===== src/pues_pkg.sv =====
// Package for the power unit event selector: register map, field layout, event codes.
// Assumes a 32-bit APB slave with word-aligned registers.
package pues_pkg;

    localparam int PUES_NUM_CTR   = 4;
    localparam int PUES_CTR_WIDTH = 48;

    // Register byte offsets
    localparam logic [11:0] PUES_CTL0_OFF  = 12'h000;  // CTL n at 0x000 + 4n
    localparam logic [11:0] PUES_CTRLO_OFF = 12'h010;  // Counter n low word at 0x010 + 8n
    localparam logic [11:0] PUES_CTRHI_OFF = 12'h014;  // Counter n high word at 0x014 + 8n
    localparam logic [11:0] PUES_STAT_OFF  = 12'h030;  // Live event inputs

    // Control field positions
    localparam int PUES_EV_SEL_LSB = 0;
    localparam int PUES_UMASK_LSB  = 8;
    localparam int PUES_RST_BIT    = 17;
    localparam int PUES_EXT_BIT    = 21;
    localparam int PUES_EN_BIT     = 22;
    localparam logic [31:0] PUES_CTL_RST_VAL = 32'h0000_0000;
    localparam logic [31:0] PUES_CTL_WMASK   = 32'h0060_FFFF;

    // Nine-bit event codes: {extra select, code}
    localparam logic [8:0] PUES_EV_PERF_FLOOR = 9'h102;
    localparam logic [8:0] PUES_EV_FREQ_CHG   = 9'h100;
    localparam logic [8:0] PUES_EV_MEM_SHED   = 9'h02F;
    localparam logic [8:0] PUES_EV_OCCUPANCY  = 9'h080;
    localparam logic [8:0] PUES_EV_EXT_THROT  = 9'h00A;
    localparam logic [8:0] PUES_EV_INT_THROT  = 9'h009;
    localparam logic [8:0] PUES_EV_CSTATE_TR  = 9'h10B;
    localparam logic [8:0] PUES_EV_VOLT_CHG   = 9'h003;
    localparam logic [8:0] PUES_EV_VOLT_DOWN  = 9'h002;
    localparam logic [8:0] PUES_EV_VOLT_UP    = 9'h001;

    // Occupancy unit masks
    localparam logic [7:0] PUES_UM_ACTIVE = 8'h40;
    localparam logic [7:0] PUES_UM_LIGHT  = 8'h80;
    localparam logic [7:0] PUES_UM_DEEP   = 8'hC0;

    localparam int PUES_OCC_MAX = 8;

endpackage


===== src/pues_event_mux.sv =====
// Per-counter event selection: turns a control word into this cycle's increment.
// Assumes event inputs synchronous to pclk; purely combinational.
`timescale 1ns/1ps
module pues_event_mux
    import pues_pkg::*;
#(
    parameter int NUM_CORES = 8
) (
    input  wire logic [31:0] ctl,
    input  wire logic        perf_floor_limit_cycles,
    input  wire logic        frequency_change_cycles,
    input  wire logic        mem_phase_shed,
    input  wire logic        ext_throttle,
    input  wire logic        int_throttle,
    input  wire logic        cstate_transition,
    input  wire logic        voltage_up_cycles,
    input  wire logic        voltage_down_cycles,
    input  wire logic [3:0]  cores_active_state,
    input  wire logic [3:0]  cores_light_sleep,
    input  wire logic [3:0]  cores_deep_sleep,
    output logic      [3:0]  incr
);
    logic [8:0] code;
    logic [7:0] umask;

    always_comb begin
        code  = {ctl[PUES_EXT_BIT], ctl[PUES_EV_SEL_LSB +: 8]};
        umask = ctl[PUES_UMASK_LSB +: 8];
        incr  = 4'h0;
        // Cycle events add at most one
        unique case (code)
            PUES_EV_PERF_FLOOR: incr = {3'h0, perf_floor_limit_cycles};
            PUES_EV_FREQ_CHG:   incr = {3'h0, frequency_change_cycles};
            PUES_EV_MEM_SHED:   incr = {3'h0, mem_phase_shed};
            PUES_EV_EXT_THROT:  incr = {3'h0, ext_throttle};
            PUES_EV_INT_THROT:  incr = {3'h0, int_throttle};
            PUES_EV_CSTATE_TR:  incr = {3'h0, cstate_transition};
            PUES_EV_VOLT_CHG:   incr = {3'h0, voltage_up_cycles | voltage_down_cycles};
            PUES_EV_VOLT_DOWN:  incr = {3'h0, voltage_down_cycles};
            PUES_EV_VOLT_UP:    incr = {3'h0, voltage_up_cycles};
            PUES_EV_OCCUPANCY: begin
                unique case (umask)
                    PUES_UM_ACTIVE: incr = cores_active_state;
                    PUES_UM_LIGHT:  incr = cores_light_sleep;
                    PUES_UM_DEEP:   incr = cores_deep_sleep;
                    default:        incr = 4'h0;
                endcase
            end
            default: incr = 4'h0;
        endcase
    end
endmodule // pues_event_mux


===== src/pues_top.sv =====
// Power unit event selector: four 48-bit counters behind an APB slave.
// Assumes single clock pclk; event and occupancy inputs synchronous to it.
//
// Decided for this implementation: the placing of the registers and register access over APB.
`timescale 1ns/1ps
// Functional notes
// - Code 0x02 with extra bit counts cycles the perf floor holds frequency up.
// - Code 0x00 with extra bit counts frequency-change cycles, no thread filter.
// - Code 0x2F counts memory phase shedding cycles.
// - Code 0x80 adds the number of cores in the chosen state, up to 8.
// - Umask 0x40, 0x80, 0xC0 choose active, light sleep, deep sleep.
// - Code 0x0A counts external thermal-throttle cycles.
// - Code 0x09 counts internal thermal-throttle cycles.
// - Code 0x0B with extra bit counts core C-state transition cycles.
// - Code 0x03 counts cycles of voltage increase or decrease.
// - Code 0x02 without extra bit counts voltage-decrease cycles.
// - Code 0x01 counts voltage-increase cycles.
// - Cycle events add at most one; all events work on counters 0 to 3.
module pues_top
    import pues_pkg::*;
#(
    parameter int NUM_CORES = 8
) (
    input  wire logic        pclk,
    input  wire logic        presetn,
    input  wire logic        psel,
    input  wire logic        penable,
    input  wire logic        pwrite,
    input  wire logic [11:0] paddr,
    input  wire logic [31:0] pwdata,
    input  wire logic [3:0]  pstrb,
    output logic      [31:0] prdata,
    output logic             pready,
    output logic             pslverr,
    input  wire logic        perf_floor_limit_cycles,
    input  wire logic        frequency_change_cycles,
    input  wire logic        mem_phase_shed,
    input  wire logic        ext_throttle,
    input  wire logic        int_throttle,
    input  wire logic        cstate_transition,
    input  wire logic        voltage_up_cycles,
    input  wire logic        voltage_down_cycles,
    input  wire logic [3:0]  cores_active_state,
    input  wire logic [3:0]  cores_light_sleep,
    input  wire logic [3:0]  cores_deep_sleep
);
    // Occupancy inputs are four bits wide, so at most eight cores
    if (NUM_CORES < 1 || NUM_CORES > PUES_OCC_MAX) begin : g_bad_cores
        $error("NUM_CORES must be 1 to 8");
    end

    ////////////////////////////////////////////////////////////////////////
    // State
    typedef logic [PUES_CTR_WIDTH-1:0] pues_ctr_t;

    logic [31:0] ctl_reg     [PUES_NUM_CTR];
    logic [31:0] ctl_next    [PUES_NUM_CTR];
    pues_ctr_t   ctr_reg     [PUES_NUM_CTR];
    pues_ctr_t   ctr_next    [PUES_NUM_CTR];
    logic [3:0]  incr        [PUES_NUM_CTR];
    logic [31:0] prdata_reg;
    logic [31:0] prdata_next;
    logic        pready_reg;
    logic        pready_next;
    logic        pslverr_reg;
    logic        pslverr_next;

    assign prdata  = prdata_reg;
    assign pready  = pready_reg;
    assign pslverr = pslverr_reg;

    function automatic logic [31:0] pues_merge(input logic [31:0] old_v,
                                               input logic [31:0] new_v,
                                               input logic [3:0]  strb);
        logic [31:0] r;
        r = old_v;
        for (int b = 0; b < 4; b++) begin
            if (strb[b]) r[8*b +: 8] = new_v[8*b +: 8];
        end
        return r;
    endfunction

    ////////////////////////////////////////////////////////////////////////
    // Event selection, one mux per counter
    for (genvar g = 0; g < PUES_NUM_CTR; g++) begin : g_mux
        pues_event_mux #(.NUM_CORES(NUM_CORES)) u_mux (
            .ctl                     (ctl_reg[g]),
            .perf_floor_limit_cycles (perf_floor_limit_cycles),
            .frequency_change_cycles (frequency_change_cycles),
            .mem_phase_shed          (mem_phase_shed),
            .ext_throttle            (ext_throttle),
            .int_throttle            (int_throttle),
            .cstate_transition       (cstate_transition),
            .voltage_up_cycles       (voltage_up_cycles),
            .voltage_down_cycles     (voltage_down_cycles),
            .cores_active_state      (cores_active_state),
            .cores_light_sleep       (cores_light_sleep),
            .cores_deep_sleep        (cores_deep_sleep),
            .incr                    (incr[g])
        );
    end

    ////////////////////////////////////////////////////////////////////////
    // APB and counter next state
    logic        access;
    logic        wr;
    logic        hit;
    logic [31:0] hi_merge;
    always_comb begin
        access       = psel && penable && !pready_reg;
        wr           = access && pwrite;
        hit          = 1'b0;
        hi_merge     = 32'h0000_0000;
        prdata_next  = prdata_reg;
        pready_next  = access;
        pslverr_next = 1'b0;
        for (int i = 0; i < PUES_NUM_CTR; i++) begin
            ctl_next[i] = ctl_reg[i];
            ctr_next[i] = ctr_reg[i];
            // Counting runs while enabled; wraps at 48 bits
            if (ctl_reg[i][PUES_EN_BIT])
                ctr_next[i] = ctr_reg[i] + {{(PUES_CTR_WIDTH-4){1'b0}}, incr[i]};
        end
        if (access) begin
            prdata_next = 32'h0000_0000;
            if (paddr == PUES_STAT_OFF) begin
                hit = 1'b1;
                prdata_next = {20'h0_0000, voltage_down_cycles, voltage_up_cycles,
                               cstate_transition, int_throttle, ext_throttle,
                               mem_phase_shed, frequency_change_cycles,
                               perf_floor_limit_cycles, 4'h0};
                if (pwrite) pslverr_next = 1'b1;
            end
            for (int i = 0; i < PUES_NUM_CTR; i++) begin
                if (paddr == PUES_CTL0_OFF + 12'(4*i)) begin
                    hit = 1'b1;
                    prdata_next = ctl_reg[i] & ~(32'h1 << PUES_RST_BIT);
                    if (wr) begin
                        ctl_next[i] = pues_merge(ctl_reg[i], pwdata, pstrb)
                                      & PUES_CTL_WMASK;
                        // Counter clear is a one-shot, overrides counting
                        if (pstrb[2] && pwdata[PUES_RST_BIT])
                            ctr_next[i] = '0;
                    end
                end
                if (paddr == PUES_CTRLO_OFF + 12'(8*i)) begin
                    hit = 1'b1;
                    prdata_next = ctr_reg[i][31:0];
                    if (wr)
                        ctr_next[i][31:0] = pues_merge(ctr_reg[i][31:0], pwdata, pstrb);
                end
                if (paddr == PUES_CTRHI_OFF + 12'(8*i)) begin
                    hit = 1'b1;
                    prdata_next = {16'h0000, ctr_reg[i][47:32]};
                    if (wr) begin
                        hi_merge = pues_merge({16'h0000, ctr_reg[i][47:32]}, pwdata, pstrb);
                        ctr_next[i][47:32] = hi_merge[15:0];
                    end
                end
            end
            // Writes return zero data whatever the address
            if (pwrite) prdata_next = 32'h0000_0000;
            if (!hit) pslverr_next = 1'b1;
        end
    end

    ////////////////////////////////////////////////////////////////////////
    // Registers
    always_ff @(posedge pclk or negedge presetn) begin
        if (!presetn) begin
            prdata_reg  <= 32'h0000_0000;
            pready_reg  <= 1'b0;
            pslverr_reg <= 1'b0;
            for (int i = 0; i < PUES_NUM_CTR; i++) begin
                ctl_reg[i] <= PUES_CTL_RST_VAL;
                ctr_reg[i] <= '0;
            end
        end else begin
            prdata_reg  <= prdata_next;
            pready_reg  <= pready_next;
            pslverr_reg <= pslverr_next;
            for (int i = 0; i < PUES_NUM_CTR; i++) begin
                ctl_reg[i] <= ctl_next[i];
                ctr_reg[i] <= ctr_next[i];
            end
        end
    end
endmodule // pues_top


===== config.mk =====
export PLATFORM = sky130hd
export DESIGN_NAME = pues_top
export DESIGN_NICKNAME = d
export VERILOG_FILES = /design/src/pues_pkg.sv /design/src/pues_event_mux.sv /design/src/pues_top.sv
export SDC_FILE = /design/constraint.sdc
export NUM_CORES = 1
export LEC_CHECK = 0
export ABC_AREA = 1
export BUFFER_PORTS_ARGS = -buffer_cell sky130_fd_sc_hd__buf_4
export CORE_AREA = 4 4 282 284
export DETAILED_ROUTE_END_ITERATION = 10
export DIE_AREA = 0 0 286 288
export HOLD_SLACK_MARGIN = 0.1
export PLACE_DENSITY = 0.57
export SYNTH_ARGS = -nofsm -noshare
export SYNTH_HDL_FRONTEND = slang
export SYNTH_SLANG_ARGS = --single-unit

===== constraint.sdc =====
create_clock -name pclk -period 3.1 [get_ports pclk]
set_input_delay 0.31 -clock pclk [delete_from_list [all_inputs] [get_ports pclk]]
set_output_delay 0.31 -clock pclk [all_outputs]
set_load 0.01 [all_outputs]

Word-level counts from Yosys, hierarchy flattened
Index checks and enable logic that the tools add are counted.
{ "op_classes": {"mux": 77, "eq_ne": 88, "n_addsub": 4, "n_reduce_logical": 18, "bitwise": 1} }
{ "op_table": {"columns": ["op", "count"], "rows": [
  ["48-bit 2-to-1 mux", 16],
  ["32-bit 2-to-1 mux", 21],
  ["48-bit by 4-bit adder with 48-bit output", 4],
  ["192-bit 2-to-1 mux", 1],
  ["4-bit one-hot mux with 10 select lines", 4],
  ["16-bit 2-to-1 mux", 8],
  ["9-bit == test, second input constant", 12],
  ["4-bit inequality test, second input constant", 24],
  ["9-bit by 2-bit == test with 1-bit output, second input constant", 8],
  ["9-bit by 4-bit == test with 1-bit output, second input constant", 8],
  ["8-bit == test, second input constant", 8],
  ["12-bit by 6-bit == test with 1-bit output, second input constant", 5],
  ["12-bit by 5-bit == test with 1-bit output, second input constant", 4],
  ["4-bit one-hot mux with 3 select lines", 4],
  ["4-bit AND reduction", 12],
  ["9-bit by 1-bit == test with 1-bit output, second input constant", 4],
  ["9-bit by 6-bit == test with 1-bit output, second input constant", 4],
  ["9-bit by 8-bit == test with 1-bit output, second input constant", 4],
  ["8-bit by 7-bit == test with 1-bit output, second input constant", 4],
  ["8-bit 2-to-1 mux", 4],
  ["12-bit by 4-bit == test with 1-bit output, second input constant", 2],
  ["1-bit 2-to-1 mux", 18],
  ["12-bit by 3-bit == test with 1-bit output, second input constant", 1],
  ["12-bit logical NOT", 1],
  ["4 further kinds", 7]
]} }
{ "word_totals": {"wordCells": 227, "regBits": 298, "output_inout_bits": 34} }

Logic depth before layout (Yosys ltp)
{ "depth": {"depth_word": 17, "mapped_depth": 25} }

Hierarchy
From an unflattened synthesis, not the netlist that was laid out.
{ "hier_totals": {"cells_unflattened": 3500, "hier_area_um2": 23117.2} }
{ "modules_own_cells": {"columns": ["mod", "area_each_um2", "instances", "seq_area_each_um2", "cells_per_inst"], "rows": [
  ["pues_top", 21610.7, 1, 7457.2, 3188],
  ["pues_event_mux", 376.6, 4, 0.0, 78]
]} }

Worst setup path after synthesis
OpenSTA, ideal clock, no wires.
{ "synth_timing": {"path_type": "flip-flop to flip-flop", "from": "reg ctl_reg[77] in the netlist's numbering", "to": "reg ctr_reg[138] in the netlist's numbering", "setup_slack_ns": -0.273, "stages_incl_launch_ff": 21, "arrival_time_ns": 3.286, "t_required_ns": 3.013, "n_path_buf": 0, "path_cell_list": "dfrtp_1 or2_2 nor4_1 nor2_1 nor3_1 nand2_1 nand4_1 ha_1 fa_1 nand2_1 nand2_1 nand2_1 nand2_1 nand2_1 nor2_1 nand2_1 nor2_1 nand2_1 o31ai_1 nand3_1 a22oi_1"} }
{ "synth_between": {"elab_chain_cells": 11} }
{ "synth_lines": {"columns": ["item", "line", "rtl"], "rows": [
  ["start, declared", "pues_top.sv:56", "logic [31:0] ctl_reg [PUES_NUM_CTR];"],
  ["start signal, assigned by index", "pues_top.sv:183", "ctl_reg[i] <= ctl_next[i];"],
  ["8-bit == test or 8-bit by 7-bit == test with 1-bit output (tied branches)", "pues_event_mux.sv:42", "unique case (umask)"],
  ["4-bit one-hot mux with 3 select lines (*)", "pues_event_mux.sv:42", null],
  ["4-bit one-hot mux with 10 select lines (*)", "pues_event_mux.sv:31", "unique case (code)"],
  ["48-bit by 4-bit adder with 48-bit output (*)", "pues_top.sv:122", "ctr_next[i] = ctr_reg[i] + {{(PUES_CTR_WIDTH-4){1'b0}}, incr[i]};"],
  ["48-bit 2-to-1 mux (*)", "pues_top.sv:121", "if (ctl_reg[i][PUES_EN_BIT])"],
  ["48-bit 2-to-1 mux", "pues_top.sv:142", "if (pstrb[2] && pwdata[PUES_RST_BIT])"],
  ["48-bit 2-to-1 mux", "pues_top.sv:138", "if (wr) begin"],
  ["48-bit 2-to-1 mux", "pues_top.sv:135", "if (paddr == PUES_CTL0_OFF + 12'(4*i)) begin"],
  ["16-bit 2-to-1 mux", "pues_top.sv:155", "if (wr) begin"],
  ["16-bit 2-to-1 mux", "pues_top.sv:152", "if (paddr == PUES_CTRHI_OFF + 12'(8*i)) begin"],
  ["192-bit 2-to-1 mux (*)", "pues_top.sv:124", "if (access) begin"],
  ["end signal, assigned by index", "pues_top.sv:184", "ctr_reg[i] <= ctr_next[i];"],
  ["end, declared", "pues_top.sv:58", "pues_ctr_t ctr_reg [PUES_NUM_CTR];"]
]} }
Every way passes the cells marked *; elsewhere a longest branch is shown, timed or not.
A chain may end at the register's enable or synchronous reset.

Worst setup path in the final report
{ "layout_timing": {"from": "reg ctl_reg[11] in the netlist's numbering", "to": "reg ctr_reg[34] in the netlist's numbering"} }
Same word-level chain as after synthesis.

==> impl_results.md <==
- Status: finished, violations left
- Violated checks: setup timing
- Vias in the first global route: 26300
- CTS tree: done
- DP HPWL: 94.2 mm
- Die width: 286 um
- Clk pwr share: 47.3%
- Crit Path Class: register to register
- Gate Count Post-Synth: 3497
- Max reg flops: 192
- Register-to-Register Setup Slack: -0.35 ns
- Final Cycle Share: 111%
- Final hold vios: 0
- Number of DRC markers after the initial detailed-route iteration: 3272
- DR pass1 iterations: 6
- Largest net degree at the start of global routing: 75
- # setup viols final: 138
- RSZ-0062 raised after global routing: true
- Reg power frac: 37.6%
- Met2 wire length: 54.3 mm
- TNS Setup: -19.50 ns
- Post-Synthesis Net Count: 3590
- Startpoint Class: register
- Flops & latches, synth: 298
- Logic pwr share: 15.1%
- H-Tree Depth: 2
- HP Class: input pin to register
- Maximum root-to-sink buffer count: 3
- Post-synth ARST share: 100%
- Most used DFF post-synth: dfrtp_1
- Antenna viol nets, final: 0
- Share of post-route cells with drive strength above 1: 26.8%
- DRC: 0
- Tot Pwr: 0.0113 W
- GRT Total Usage: 28.7%
- Maxcap violations: 0
- Length of routed met3 wiring: 11.3 mm
- Initial antenna violation count: 5
- Final RePlAce weighted congestion: 1.05
- Die Ht: 288 um
- Die area: 0.0824 mm2
- Worst IR Drop VDD: 0.000324 V
- Vias: 28000
- Slew Viols, Final: 0
- CP Capture Type: register
- Dominant cell type by area after synthesis: dfrtp_1
- Switching part of the total: 29.6%
- WL final: 124 mm
- Worst reg2reg path startpoint: ctl_reg[11]
- Leakage power: 15.1 nW
- Setup ws final: -0.355 ns
- Final min period: 3.45 ns
- First-pass GRT wire length: 176 mm
- Clk_skew: 0.0115 ns
- WHS Path Cells: 3
- Initial Util: 29.8%
- CORE AREA: 0.0771 mm2
- Measured slew at the worst slew-check pin: 1.05 ns
- FF-to-FF End: ctr_reg[34]
- Most numerous cell in the Yosys netlist: nand2_1
- Fin nets: 4055
- # IOs: 107
- Sink Count: 298
- Synth area leaders: dfrtp_1 33%, nand2_1 14%, inv_1 7.4%
- Number of enable flip-flop cells after synthesis: 0
- Crit path largest cell delay: 0.39 ns
- PD cells: 355 mW/mm2
- Clock root cell: clkbuf_16
- Avg Inst Size Synth: 6.56 um2
- Post-synth top area share: 32.5%
- Clk_lat worst skew: 0.59 ns
- Crit-path cells: nor4_2, buf_4, nand4_1, a31oi_2, nand2_1, nand4_1, ha_2, fa_2, nand2_2, nand2_2, nand2_2, nand2_4, nand2_4, nor3_4, nand4_1, nor2_1, buf_4, nand2_2, xor2_1, nand2_1, a21oi_2
- WL met1: 49.4 mm
- Rel. slew slack: 30.2%
- Mapped Area: 0.0229 mm2
- P_int: 0.00792 W
- Row count: 102
- Fillers: 8085
- R2R depth: 21
- Crit path max fanout: 4
- Top Layer Used: met4
- Dpl cells: 4883
- Average wire per standard cell: 24.5 um
- Sw power: 0.00334 W
- Most used cell, CP: nand2_2
- Worst hold endpoint: ctr_reg[20]
- Worst Path Required: 3.62 ns
- Achievable Freq: 289 MHz
- Hold path start: pwdata[20]
- WP data arrival: 3.97 ns
- Vias/cell: 5.55
- Grt ovf: 0
- Final Non-Filler Cells: 5041
- Register area share after synthesis: 32.5%
- Synthesis-to-layout area growth: 38.3%
- Clock slew at reported path FFs: 0.07 ns
- Slowest stage cell, crit path: dfrtp_1
- Library cells used by synthesis: 59
- YS warnings: 0
- CTS buffer count: 41
- PortBufs: 106
- Post-synth top cells: 872 x nand2_1, 455 x inv_1, 362 x nor2_1
==> cell usage in the layout, fill, tap and decap left out, types with 11 or more instances in the layout <==
cell       count
nand2_1      788
buf_4        423
inv_1        421
dfrtp_1      295
nor2_1       291
o21ai_0      198
a21oi_1      179
nand3_1      165
xor2_1        95
nor3_1        93
nand4_1       85
a22oi_1       83
buf_6         83
nand2_2       68
nor2_4        62
o21ai_1       51
inv_2         44
clkbuf_16     43
nor2_2        41
nand3_2       41
a21oi_2       36
nand2_4       33
o22ai_1       30
o211ai_1      26
nor4_1        24
nor3_2        21
nor3_4        17
a22oi_2       16
o221ai_1      15
nand3_4       13
o21a_1        12
inv_4         11
==> kinds of logic (layout without fill, tap and decap cells) <==
family	count (synthesis)	in the layout	synth area share, %
AOI/OAI and AO/OA	714	714	18.2
xor gates and xnor gates	110	110	4.20
adders and majority gates	20	20	1.22
buffers and inverters	578	1074	9.74
DFF	298	298	32.5
muxes	5	5	0.234
other	0	8	0
and+or+nand+nor	1772	1772	33.9
==> what timing repair did <==
| action | 4_1_cts | 5_1_grt |
|---|---|---|
| hold buffers | 4 | 0 |
| gates cloned | 0 | 0 |
| resized for setup | 300 | 361 |
| pin swaps | 103 | 215 |
| buffers inserted | 44 | 60 |
| endpoints found under the hold margin | 70 | 0 |
| setup endpoints to repair | 163 | 178 |
==> power by group through the flow <==
stage / sequential [W] / clock [W] / combinational (W)
6_report: 0.00424 / 0.00533 / 0.00170
2_1_floorplan: 0.00421 / 0 / 0.000662
3_5_place_dp: 0.00427 / 0 / 0.00137
5_1_grt: 0.00425 / 0.00551 / 0.00182
4_1_cts: 0.00421 / 0.00537 / 0.00154
3_3_place_gp: 0.00426 / 0 / 0.00137
==> worst max path at each step <==
| stage | start | to | slack, ns |
|---|---|---|---|
| finish | ctl_reg[11] | ctr_reg[34] | -0.35 |
| global route | ctl_reg[76] | ctr_reg[132] | -0.52 |
| detailed placement | ctl_reg[77] | ctr_reg[142] | -0.62 |
| global placement | ctl_reg[77] | ctr_reg[142] | -0.67 |
| CTS | ctl_reg[11] | ctr_reg[34] | -0.23 |
| floorplan | ctl_reg[77] | ctr_reg[138] | 0.005 |
==> final cells by class <==
type | count | area [um2] | area share (%)
flip-flops and latches | 298 | 7460 | 23.5
clock buffers | 54 | 1150 | 3.62
clock inverters | 20 | 320 | 1.01
inverters | 483 | 1860 | 5.86
well taps | 1040 | 1300 | 4.10
diodes | 8 | 20.0 | 0.0631
multi-input cells | 2621 | 15300 | 48.3
repair buffers | 517 | 4290 | 13.5
==> routing by layer <==
metal,track usage (%),vias up
li1,-,12600
met1,37.6,13400
met2,44.8,1538
met3,4.99,405
met4,16.2,0
met5,0,-
==> worst max-delay path, delay by kind of cell, from the launching register on <==
family	cells	cell delay, ns
simple gates	14	1.72
flops	1	0.39
fa+ha+maj	2	0.49
compound gates	2	0.37
xor+xnor	1	0.12
buf+inv	2	0.32
==> metrics by stage <==
step / utilization (%) / cell area, um2 / worst slack [ns] / hold slack [ns]
2_1_floorplan: - / 23000 / 0.00503 / 0.0144
3_3_place_gp: 35.3 / 27200 / -0.675 / 0.378
3_5_place_dp: 35.3 / 27200 / -0.616 / 0.384
4_1_cts: 39.0 / 30100 / -0.235 / 0.122
5_1_grt: 41.1 / 31700 / -0.524 / 0.138
6_report: 41.2 / 31700 / -0.355 / 0.144
Power figures use the tool's default switching activity.
